<file path="src/design/dbg_port_pkg.sv">
// Purpose: Shared constants and types for the debug port register decode.
// Assumes: Four-bit register addresses built from a two-bit link address field.
// Notes: Reset values are all zero; the only register field decoded is the control window selector bit in bank choice.
`default_nettype none

package dbg_port_pkg;

   localparam int DATA_W = 32;

   // Low address bits are never transferred and always read as zero
   localparam logic [1:0] ADDR_LOW_BITS = 2'h0;

   // Byte offsets of the four register slots
   localparam logic [3:0] OFS_ZERO = 4'h0;
   localparam logic [3:0] OFS_CTRL = 4'h4;
   localparam logic [3:0] OFS_BANK = 4'h8;
   localparam logic [3:0] OFS_POSTED = 4'hC;

   // Position of the control window selector inside the bank choice register
   localparam int CTRL_SEL_BIT = 0;

   // Values after reset
   localparam logic [DATA_W-1:0] CTRL_STATUS_RST = 32'h0000_0000;
   localparam logic [DATA_W-1:0] WIRE_CONFIG_RST = 32'h0000_0000;
   localparam logic [DATA_W-1:0] BANK_CHOICE_RST = 32'h0000_0000;
   localparam logic [DATA_W-1:0] LAST_READ_RST = 32'h0000_0000;
   localparam logic [DATA_W-1:0] READ_ZERO = 32'h0000_0000;

   // Scan-chain instruction as presented by the link
   typedef enum logic [1:0] {
      instr_other = 2'h0,
      identity_instr = 2'h1,
      port_access_instr = 2'h2,
      cancel_instr = 2'h3
   } instr_e;

   // Register reached by one access, one-hot
   typedef enum logic [8:0] {
      tgt_none = 9'h001,
      tgt_zero = 9'h002,
      tgt_ident = 9'h004,
      tgt_ctrl = 9'h008,
      tgt_wire = 9'h010,
      tgt_bank = 9'h020,
      tgt_resend = 9'h040,
      tgt_posted = 9'h080,
      tgt_cancel = 9'h100
   } target_e;

endpackage

`default_nettype wire

</file>
<file path="src/design/dbg_port_decode.sv">
// Purpose: Register decode of a debug port reached by scan chain or serial wire.
// Assumes: Link fields come from another clock domain; posted_read_value is on core_clk.
// Notes: One access is taken per rising link_clk edge seen with link_req high.
`default_nettype none

module dbg_port_decode
   import dbg_port_pkg::*;
#(
   parameter logic [DATA_W-1:0] IDENT_VALUE = 32'h1000_0001 // Arbitrary value
) (
   input wire logic core_clk,
   input wire logic nrst,
   input wire logic ce,
   input wire logic link_clk,
   input wire logic link_req,
   input wire logic link_serial,
   input wire logic [1:0] link_instr,
   input wire logic [1:0] link_addr,
   input wire logic link_rnw,
   input wire logic [DATA_W-1:0] link_wdata,
   input wire logic [DATA_W-1:0] posted_read_value,
   output logic resp_valid,
   output logic resp_ok,
   output logic [DATA_W-1:0] resp_rdata,
   output logic cancel_strobe,
   output logic [DATA_W-1:0] cancel_value,
   output logic [DATA_W-1:0] ctrl_status,
   output logic [DATA_W-1:0] wire_config,
   output logic [DATA_W-1:0] bank_choice,
   output logic control_window_selector
);

   if (CTRL_SEL_BIT >= DATA_W) begin : g_check
      $error("selector bit lies outside the bank choice register");
   end

   localparam int FIELD_W = DATA_W + 7;

   logic link_rise;
   logic [FIELD_W-1:0] fields_q;
   logic s_req, s_serial, s_rnw;
   logic [1:0] s_instr_bits, s_addr;
   logic [DATA_W-1:0] s_wdata;
   instr_e s_instr;
   logic [3:0] full_addr;
   logic fire;
   logic selector;
   target_e tgt;

   link_sampler #(
      .WIDTH(FIELD_W)
   ) u_sampler (
      .core_clk(core_clk),
      .nrst(nrst),
      .ce(ce),
      .link_clk(link_clk),
      .fields({link_req, link_serial, link_instr, link_addr, link_rnw, link_wdata}),
      .link_rise(link_rise),
      .fields_q(fields_q)
   );

   assign {s_req, s_serial, s_instr_bits, s_addr, s_rnw, s_wdata} = fields_q;
   assign s_instr = instr_e'(s_instr_bits);
   assign full_addr = {s_addr, ADDR_LOW_BITS};
   assign fire = link_rise & s_req & ce;

   logic resp_valid_reg, resp_valid_next;
   logic resp_ok_reg, resp_ok_next;
   logic [DATA_W-1:0] rdata_reg, rdata_next;
   logic cancel_strobe_reg, cancel_strobe_next;
   logic [DATA_W-1:0] cancel_value_reg, cancel_value_next;
   logic [DATA_W-1:0] ctrl_status_reg, ctrl_status_next;
   logic [DATA_W-1:0] wire_config_reg, wire_config_next;
   logic [DATA_W-1:0] bank_choice_reg, bank_choice_next;
   logic [DATA_W-1:0] last_read_reg, last_read_next;

   assign selector = bank_choice_reg[CTRL_SEL_BIT];

   // Address decode: pick the one register this access reaches
   always_comb begin
      tgt = tgt_none;
      if (s_serial) begin
         // Read and write see different registers at most slots
         case (full_addr)
            OFS_ZERO: tgt = s_rnw ? tgt_ident : tgt_cancel;
            OFS_CTRL: tgt = selector ? tgt_wire : tgt_ctrl;
            OFS_BANK: tgt = s_rnw ? tgt_resend : tgt_bank;
            default: tgt = s_rnw ? tgt_posted : tgt_zero;
         endcase
      end else begin
         unique case (s_instr)
            identity_instr: tgt = tgt_ident;
            port_access_instr: begin
               // Slot zero is reserved; a well-behaved debugger never goes there
               case (full_addr)
                  OFS_ZERO: tgt = tgt_zero;
                  OFS_CTRL: tgt = tgt_ctrl;
                  OFS_BANK: tgt = tgt_bank;
                  default: tgt = tgt_zero;
               endcase
            end
            cancel_instr: begin
               // Other cancel accesses are undefined for the debugger; we make them harmless
               tgt = (full_addr == OFS_ZERO && !s_rnw) ? tgt_cancel : tgt_zero;
            end
            instr_other: tgt = tgt_none;
         endcase
      end
   end

   always_comb begin
      resp_valid_next = 1'b0;
      resp_ok_next = resp_ok_reg;
      rdata_next = rdata_reg;
      cancel_strobe_next = 1'b0;
      cancel_value_next = cancel_value_reg;
      ctrl_status_next = ctrl_status_reg;
      wire_config_next = wire_config_reg;
      bank_choice_next = bank_choice_reg;
      last_read_next = last_read_reg;
      if (fire) begin
         resp_valid_next = 1'b1;
         resp_ok_next = (tgt != tgt_none);
         rdata_next = READ_ZERO;
         unique case (tgt)
            tgt_ident: rdata_next = IDENT_VALUE;
            tgt_ctrl: begin
               if (s_rnw) begin
                  rdata_next = ctrl_status_reg;
               end else begin
                  ctrl_status_next = s_wdata;
               end
            end
            tgt_wire: begin
               if (s_rnw) begin
                  rdata_next = wire_config_reg;
               end else begin
                  wire_config_next = s_wdata;
               end
            end
            tgt_bank: begin
               if (s_rnw) begin
                  rdata_next = bank_choice_reg;
               end else begin
                  bank_choice_next = s_wdata;
               end
            end
            tgt_resend: rdata_next = last_read_reg;
            tgt_posted: rdata_next = posted_read_value;
            tgt_cancel: begin
               // Never stalled, so the debugger's first try always lands
               cancel_strobe_next = 1'b1;
               cancel_value_next = s_wdata;
            end
            tgt_zero, tgt_none: begin
               // Nothing stored; only the response is signalled
            end
         endcase
         // A resend must return the value sent before it, not itself
         if (s_serial && s_rnw && tgt != tgt_resend) begin
            last_read_next = rdata_next;
         end
      end
   end

   always_ff @(posedge core_clk) begin
      if (!nrst) begin
         resp_valid_reg <= 1'b0;
         resp_ok_reg <= 1'b0;
         rdata_reg <= READ_ZERO;
         cancel_strobe_reg <= 1'b0;
         cancel_value_reg <= READ_ZERO;
         ctrl_status_reg <= CTRL_STATUS_RST;
         wire_config_reg <= WIRE_CONFIG_RST;
         bank_choice_reg <= BANK_CHOICE_RST;
         last_read_reg <= LAST_READ_RST;
      end else if (ce) begin
         resp_valid_reg <= resp_valid_next;
         resp_ok_reg <= resp_ok_next;
         rdata_reg <= rdata_next;
         cancel_strobe_reg <= cancel_strobe_next;
         cancel_value_reg <= cancel_value_next;
         ctrl_status_reg <= ctrl_status_next;
         wire_config_reg <= wire_config_next;
         bank_choice_reg <= bank_choice_next;
         last_read_reg <= last_read_next;
      end
   end

   assign resp_valid = resp_valid_reg;
   assign resp_ok = resp_ok_reg;
   assign resp_rdata = rdata_reg;
   assign cancel_strobe = cancel_strobe_reg;
   assign cancel_value = cancel_value_reg;
   assign ctrl_status = ctrl_status_reg;
   assign wire_config = wire_config_reg;
   assign bank_choice = bank_choice_reg;
   assign control_window_selector = bank_choice_reg[CTRL_SEL_BIT];
endmodule

`default_nettype wire

</file>
<file path="src/design/link_sampler.sv">
// Purpose: Brings a group of link-domain inputs and the link clock into core_clk.
// Assumes: Link fields are held stable across the whole high phase of link_clk.
// Notes: link_rise and fields_q are aligned; both come one cycle after the second stage.
`default_nettype none

module link_sampler #(
   parameter int WIDTH = 8
) (
   input wire logic core_clk,
   input wire logic nrst,
   input wire logic ce,
   input wire logic link_clk,
   input wire logic [WIDTH-1:0] fields,
   output logic link_rise,
   output logic [WIDTH-1:0] fields_q
);

   if (WIDTH < 1) begin : g_check
      $error("link_sampler needs WIDTH of at least 1");
   end

   logic [WIDTH:0] stage1_reg, stage2_reg, stage3_reg;
   logic [WIDTH:0] stage1_next, stage2_next, stage3_next;
   logic rise_reg, rise_next;

   // First stage feeds only the second stage
   always_comb begin
      stage1_next = {link_clk, fields};
      stage2_next = stage1_reg;
      stage3_next = stage2_reg;
      rise_next = stage2_reg[WIDTH] & ~stage3_reg[WIDTH];
   end

   always_ff @(posedge core_clk) begin
      if (!nrst) begin
         stage1_reg <= '0;
         stage2_reg <= '0;
         stage3_reg <= '0;
         rise_reg <= 1'b0;
      end else if (ce) begin
         stage1_reg <= stage1_next;
         stage2_reg <= stage2_next;
         stage3_reg <= stage3_next;
         rise_reg <= rise_next;
      end
   end

   assign link_rise = rise_reg;
   assign fields_q = stage3_reg[WIDTH-1:0];

endmodule

`default_nettype wire

</file>
<file path="config.mk">
export PLATFORM = sky130hd
export DESIGN_NAME = dbg_port_decode
export DESIGN_NICKNAME = d
export VERILOG_FILES = /design/src/design/dbg_port_pkg.sv /design/src/design/dbg_port_decode.sv /design/src/design/link_sampler.sv
export SDC_FILE = /design/constraint.sdc
export NUM_CORES = 1
export LEC_CHECK = 0
export BUFFER_PORTS_ARGS = -buffer_cell sky130_fd_sc_hd__clkbuf_2
export CORE_ASPECT_RATIO = 1.1
export CORE_MARGIN = 8
export CORE_UTILIZATION = 55
export CTS_CLUSTER_SIZE = 16
export DETAILED_ROUTE_END_ITERATION = 12
export PLACE_DENSITY = 0.81
export SETUP_SLACK_MARGIN = 0.1
export SKIP_CTS_REPAIR_TIMING = 1
export SLEW_MARGIN = 20
export SYNTH_ARGS = -nofsm -noshare
export SYNTH_HDL_FRONTEND = slang
export SYNTH_SLANG_ARGS = --single-unit
export TNS_END_PERCENT = 1
</file>
<file path="constraint.sdc">
create_clock -name core_clk -period 4.52 [get_ports core_clk]
set_clock_uncertainty 0.2 [all_clocks]
set_input_delay 0.226 -clock core_clk [delete_from_list [all_inputs] [get_ports core_clk]]
set_output_delay 0.226 -clock core_clk [all_outputs]
set_load 0.02 [all_outputs]
</file>
# Word level (Yosys, flattened, before mapping)
# Index checks and enable logic that the tools add are counted.
# word_totals
regBits,316
latch_bits,0
ramBits,0
rom_bits,0
input_bits,75
out_inout_bits,164
elab_cells,60
memories,0
# op_classes
add_sub_neg,0
multipliers,0
div,0
n_lt_le_gt_ge,0
n_eq_ne,14
shifts,0
mux,16
bitwise,5
reduce_logical,12
# op_table
cell,n
$pmux W32 S6,1
$mux W32,3
$pmux W9 S4,1
$mux W9,3
$pmux W9 S3,1
$pmux W6 S2,1
$reduce_and A4 Y1,3
$eq A9 B3 Y1 const B,1
$eq A9 B4 Y1 const B,1
$eq A9 B5 Y1 const B,1
$eq A9 B6 Y1 const B,1
$eq A9 B7 Y1 const B,1
$eq A9 B8 Y1 const B,1
$eq A9 B9 Y1 const B,1
$ne A9 B1 Y1 const B,1
$ne A9 B7 Y1 const B,1
$mux W8,1
$mux W7,1
$eq A2 B2 Y1 const B,3
$reduce_and A3 Y1,2
$mux W5,1
$eq A2 B1 Y1 const B,2
$logic_not A4 Y1,1
$and A1 B1 Y1,3
6 further kinds,11

# Logic depth before layout (Yosys ltp)
# depth
ltp_word,8
ltp_mapped,11
ltp_nobuf,8

# By module
# Synthesis repeated with hierarchy kept, for this count alone.
# unflattened
cells_unflattened,1427
area_unflattened_um2,13558.0
# modules_own_cells
module,instances,cells_each,area_per_inst_um2,seq_area_each_um2
dbg_port_decode,1,997,8648.3,3903.7
link_sampler,1,430,4909.7,2422.3

# Worst setup path before layout
# Ideal clock, no wire load.
# synth_timing
kind,reg-to-reg
from,reg u_sampler.stage3_reg[33]
to,"reg rdata_reg[13], in the netlist resp_rdata[13]"
setup_time_ns,0.133
arrival_ns,2.017
required_ns,4.187
slack_ns,2.170
stages_incl_launch_ff,11
n_path_buf,2
synth_period_minus_slack_ns,2.350
cell_sequence,dfxtp_1 inv_1 ha_1 and3b_1 o211ai_1 nand2_1 and4_4 buf_6 buf_6 a211oi_2 a21oi_1
# synth_via
elab_chain_len,7
elab_cells_between_ends,16
classes_between,eq/ne (8); mux (6); reduce/logical (2)
# synth_rtl
element,line,text
start: declaration,link_sampler.sv:22,"logic [WIDTH:0] stage1_reg, stage2_reg, stage3_reg;"
start signal: assignment,link_sampler.sv:43,stage3_reg <= stage3_next;
$logic_not A4 Y1,"dbg_port_decode.sv:84, dbg_port_decode.sv:104",
$logic_and A1 B1 Y1,dbg_port_decode.sv:104,tgt = (full_addr == OFS_ZERO && !s_rnw) ? tgt_cancel : tgt_zero;
$mux W9,dbg_port_decode.sv:104,
$pmux W9 S4,dbg_port_decode.sv:91,unique case (s_instr)
$mux W9 (*),dbg_port_decode.sv:82,if (s_serial) begin
$eq A9 B8 Y1 (tied with other cells),dbg_port_decode.sv:125,unique case (tgt)
$pmux W32 S6 (*),dbg_port_decode.sv:125,
end signal: assignment,dbg_port_decode.sv:180,rdata_reg <= rdata_next;
end: declaration,dbg_port_decode.sv:69,"logic [DATA_W-1:0] rdata_reg, rdata_next;"
# Mark *: on every way between the ends. The rest lies on a longest branch, timed or not.
# A chain may end at the register's enable or synchronous reset.

# Worst setup path in the final report
# layout_timing
from,reg u_sampler.stage3_reg[34]
to,"reg rdata_reg[7], in the netlist resp_rdata[7]"
# Same word-level chain as after synthesis.

==> flow_metrics.tcl <==
set metrics [dict create \
    hold_violations 2 \
    p_leak_nw 6.565 \
    grt_usage_pct 23.70 \
    start_util_pct 56.14 \
    synth_fp_nets 1487 \
    outcome "complete, but fails checks" \
    fin_util_pct 67.75 \
    nNetsFinal 1705 \
    grt_max_degree 179 \
    yosysSeqAreaShare_pct 47.55 \
    synthDistinctLibCells 48 \
    pin_count 239 \
    syn_to_final_growth_pct 20.68 \
    synth_area_leader_cell "dfxtp_1" \
    drv_slew 0 \
    synth_cells 1408 \
    antenna_cells 0 \
    syn_avg_cell_area_um2 9.449 \
    violations "negative hold slack" \
    viasPerCell 5.661 \
    drt_iter0_drc 992 \
    worstHoldStart "posted_read_value[30]" \
    worstMarginPinSlew_ns 1.047 \
    netlist.area_leader.share_pct 47.55 \
    ir_drop_uv 271.6 \
    worstSetupStartpointType "flip-flop" \
    power_mw 5.879 \
    die_y_um 179.1 \
    cp-end-kind "flip-flop" \
    reg2reg_from "u_sampler.stage3_reg[34]" \
    final.min_clock_period_ns 3.341 \
    routed.top_layer "met4" \
    r2r_slack_ns 1.18 \
    synth_area_leaders "dfxtp_1, mux2i_1, nor2b_1" \
    firstDrtPassIters 6 \
    cts_root_buf "clkbuf_16" \
    drc 0 \
    synth_area_mm2 0.01330 \
    crit_fanout 56 \
    dieArea_mm2 0.02943 \
    synth_commonest_cells "dfxtp_1, nand2_1, nor2b_1" \
    period_share_pct 73.93 \
    wire_per_inst_um 19.03 \
    dpl.hpwl_mm 25.32 \
    grt-ovfl-total 0 \
    h-tree-depth 2 \
    rows 59 \
    synth_edf_count 0 \
    routed_wl_mm 37.17 \
    vias 11060 \
    synth.most_common_cell "dfxtp_1" \
    rsz0062_at_grt "false" \
    clk_pin_slew_worst_paths_ns 0.06 \
    cts_inserted_buffers 34 \
    cts.sinks 316 \
    core_mm2 0.02370 \
    arrival_ns 3.55 \
    maxCapViolations 0 \
    yosys_register_bits 316 \
    synthArstFlopShare_pct 0 \
    grt_pass1_wl_mm 56.45 \
    worstHoldPathCells 4 \
    wl_met2_mm 16.77 \
    yosys_warnings 0 \
    rr_worst_depth 9 \
    powerDensity_mw_per_mm2 366.2 \
    ant_nets 0 \
    antenna_found_initial 0 \
    drive_gt1_share_pct 20.51 \
    reg2reg_to "resp_rdata[7]" \
    gp_congestion 0.8762 \
    dieWidth_um 164.3 \
    crit_type "flip-flop to flip-flop" \
    max_slew_margin_pct 30.22 \
    holdPathEnd "last_read_reg[30]" \
    fmaxAchievable_mhz 299.3 \
    clock_path_buffers 3 \
    hold_slack_ns -0.01538 \
    met1Wirelength_mm 16.28 \
    fin_tns_setup_ns 0 \
    cts_tree "yes" \
    cp.required_ns 4.73 \
    synth_ff_type "dfxtp_1" \
    setup_violations 0 \
    port_buffers 238 \
    dr_wl_met3_mm 2.995 \
    grt_pass1_vias 10330 \
    clkLatencyLatePin_ns 0.50 \
    hp-class "primary input to flip-flop" \
]
==> cells in the final DEF (no fill, tap or decap), types with 5 or more instances in the layout <==
cell,Yosys,final
o21ai_0,47,47
a22oi_1,30,30
inv_1,5,5
clkbuf_2,0,236
and2_1,21,20
a21oi_1,43,43
buf_4,14,19
a21boi_1,55,55
clkbuf_16,0,37
a211oi_1,7,7
clkbuf_8,0,10
clkbuf_1,61,7
nand2_1,229,228
nor4_1,20,20
dlygate4sd3_1,0,42
mux2i_1,152,152
a41oi_1,5,5
nor2b_1,176,176
dfxtp_1,316,316
o21ai_1,18,18
a22o_1,21,21
o21a_1,19,19
a21boi_0,44,44
a211oi_2,12,11
a31oi_1,27,27
==> per-stage QoR <==
stage               setup WS [ns]  std cells  area, um^2
finish                      1.179       1953       16060
global route                1.025       1953       16060
floorplan                   2.170       1408       13300
global placement            1.254       1852       14490
CTS                         1.044       1910       15620
detailed placement          1.074       1852       14490
==> area by class of cell <==
| type | count | area [um^2] |
|---|---|---|
| fillers | 1898 | 7641 |
| multi-input cells | 969 | 6416 |
| clock buffers | 54 | 1090 |
| well taps | 305 | 381.6 |
| inverters | 5 | 18.77 |
| flip-flops and latches | 316 | 6326 |
| repair buffers | 300 | 1778 |
| clock inverters | 4 | 45.04 |
==> kinds of logic (layout without fill, tap and decap cells) <==
kind of cell | after synthesis | in the layout | synth area share [%]
buf+inv | 123 | 363 | 4.383
flops | 316 | 316 | 47.55
compound gates | 338 | 338 | 17.72
mux | 152 | 152 | 11.44
fa+ha+maj | 4 | 4 | 0.3762
simple gates | 475 | 475 | 18.54
==> worst max path at each step <==
stage,start,to,depth (start not counted)
6_report,u_sampler.stage3_reg[34],resp_rdata[7],9
5_1_grt,u_sampler.stage3_reg[33],cancel_value[11],9
4_1_cts,u_sampler.stage3_reg[34],resp_rdata[7],8
3_5_place_dp,u_sampler.stage3_reg[33],resp_rdata[7],8
3_3_place_gp,u_sampler.stage3_reg[33],last_read_reg[7],8
2_1_floorplan,u_sampler.stage3_reg[33],resp_rdata[13],10
==> power breakdown <==
group          switching (mW)  internal [mW]
logic                   0.113          0.136
clock network            1.07           1.70
registers              0.0314           2.83
==> critical path: stages (launching register included) <==
cell	delay, ns
dfxtp_1	0.38
ha_2	0.20
buf_4	0.45
nor3b_1	0.10
o21a_1	0.38
a211oi_4	0.65
buf_6	0.26
nor2b_1	0.27
a41oi_1	0.10
a31oi_1	0.24
==> per-layer routing <==
metal	up-vias	global-route usage, %
li1	5301	-
met1	5211	32.76
met2	469	36.03
met3	75	4.754
met4	0	8.567
met5	-	0
Power figures use the tool's default switching activity.
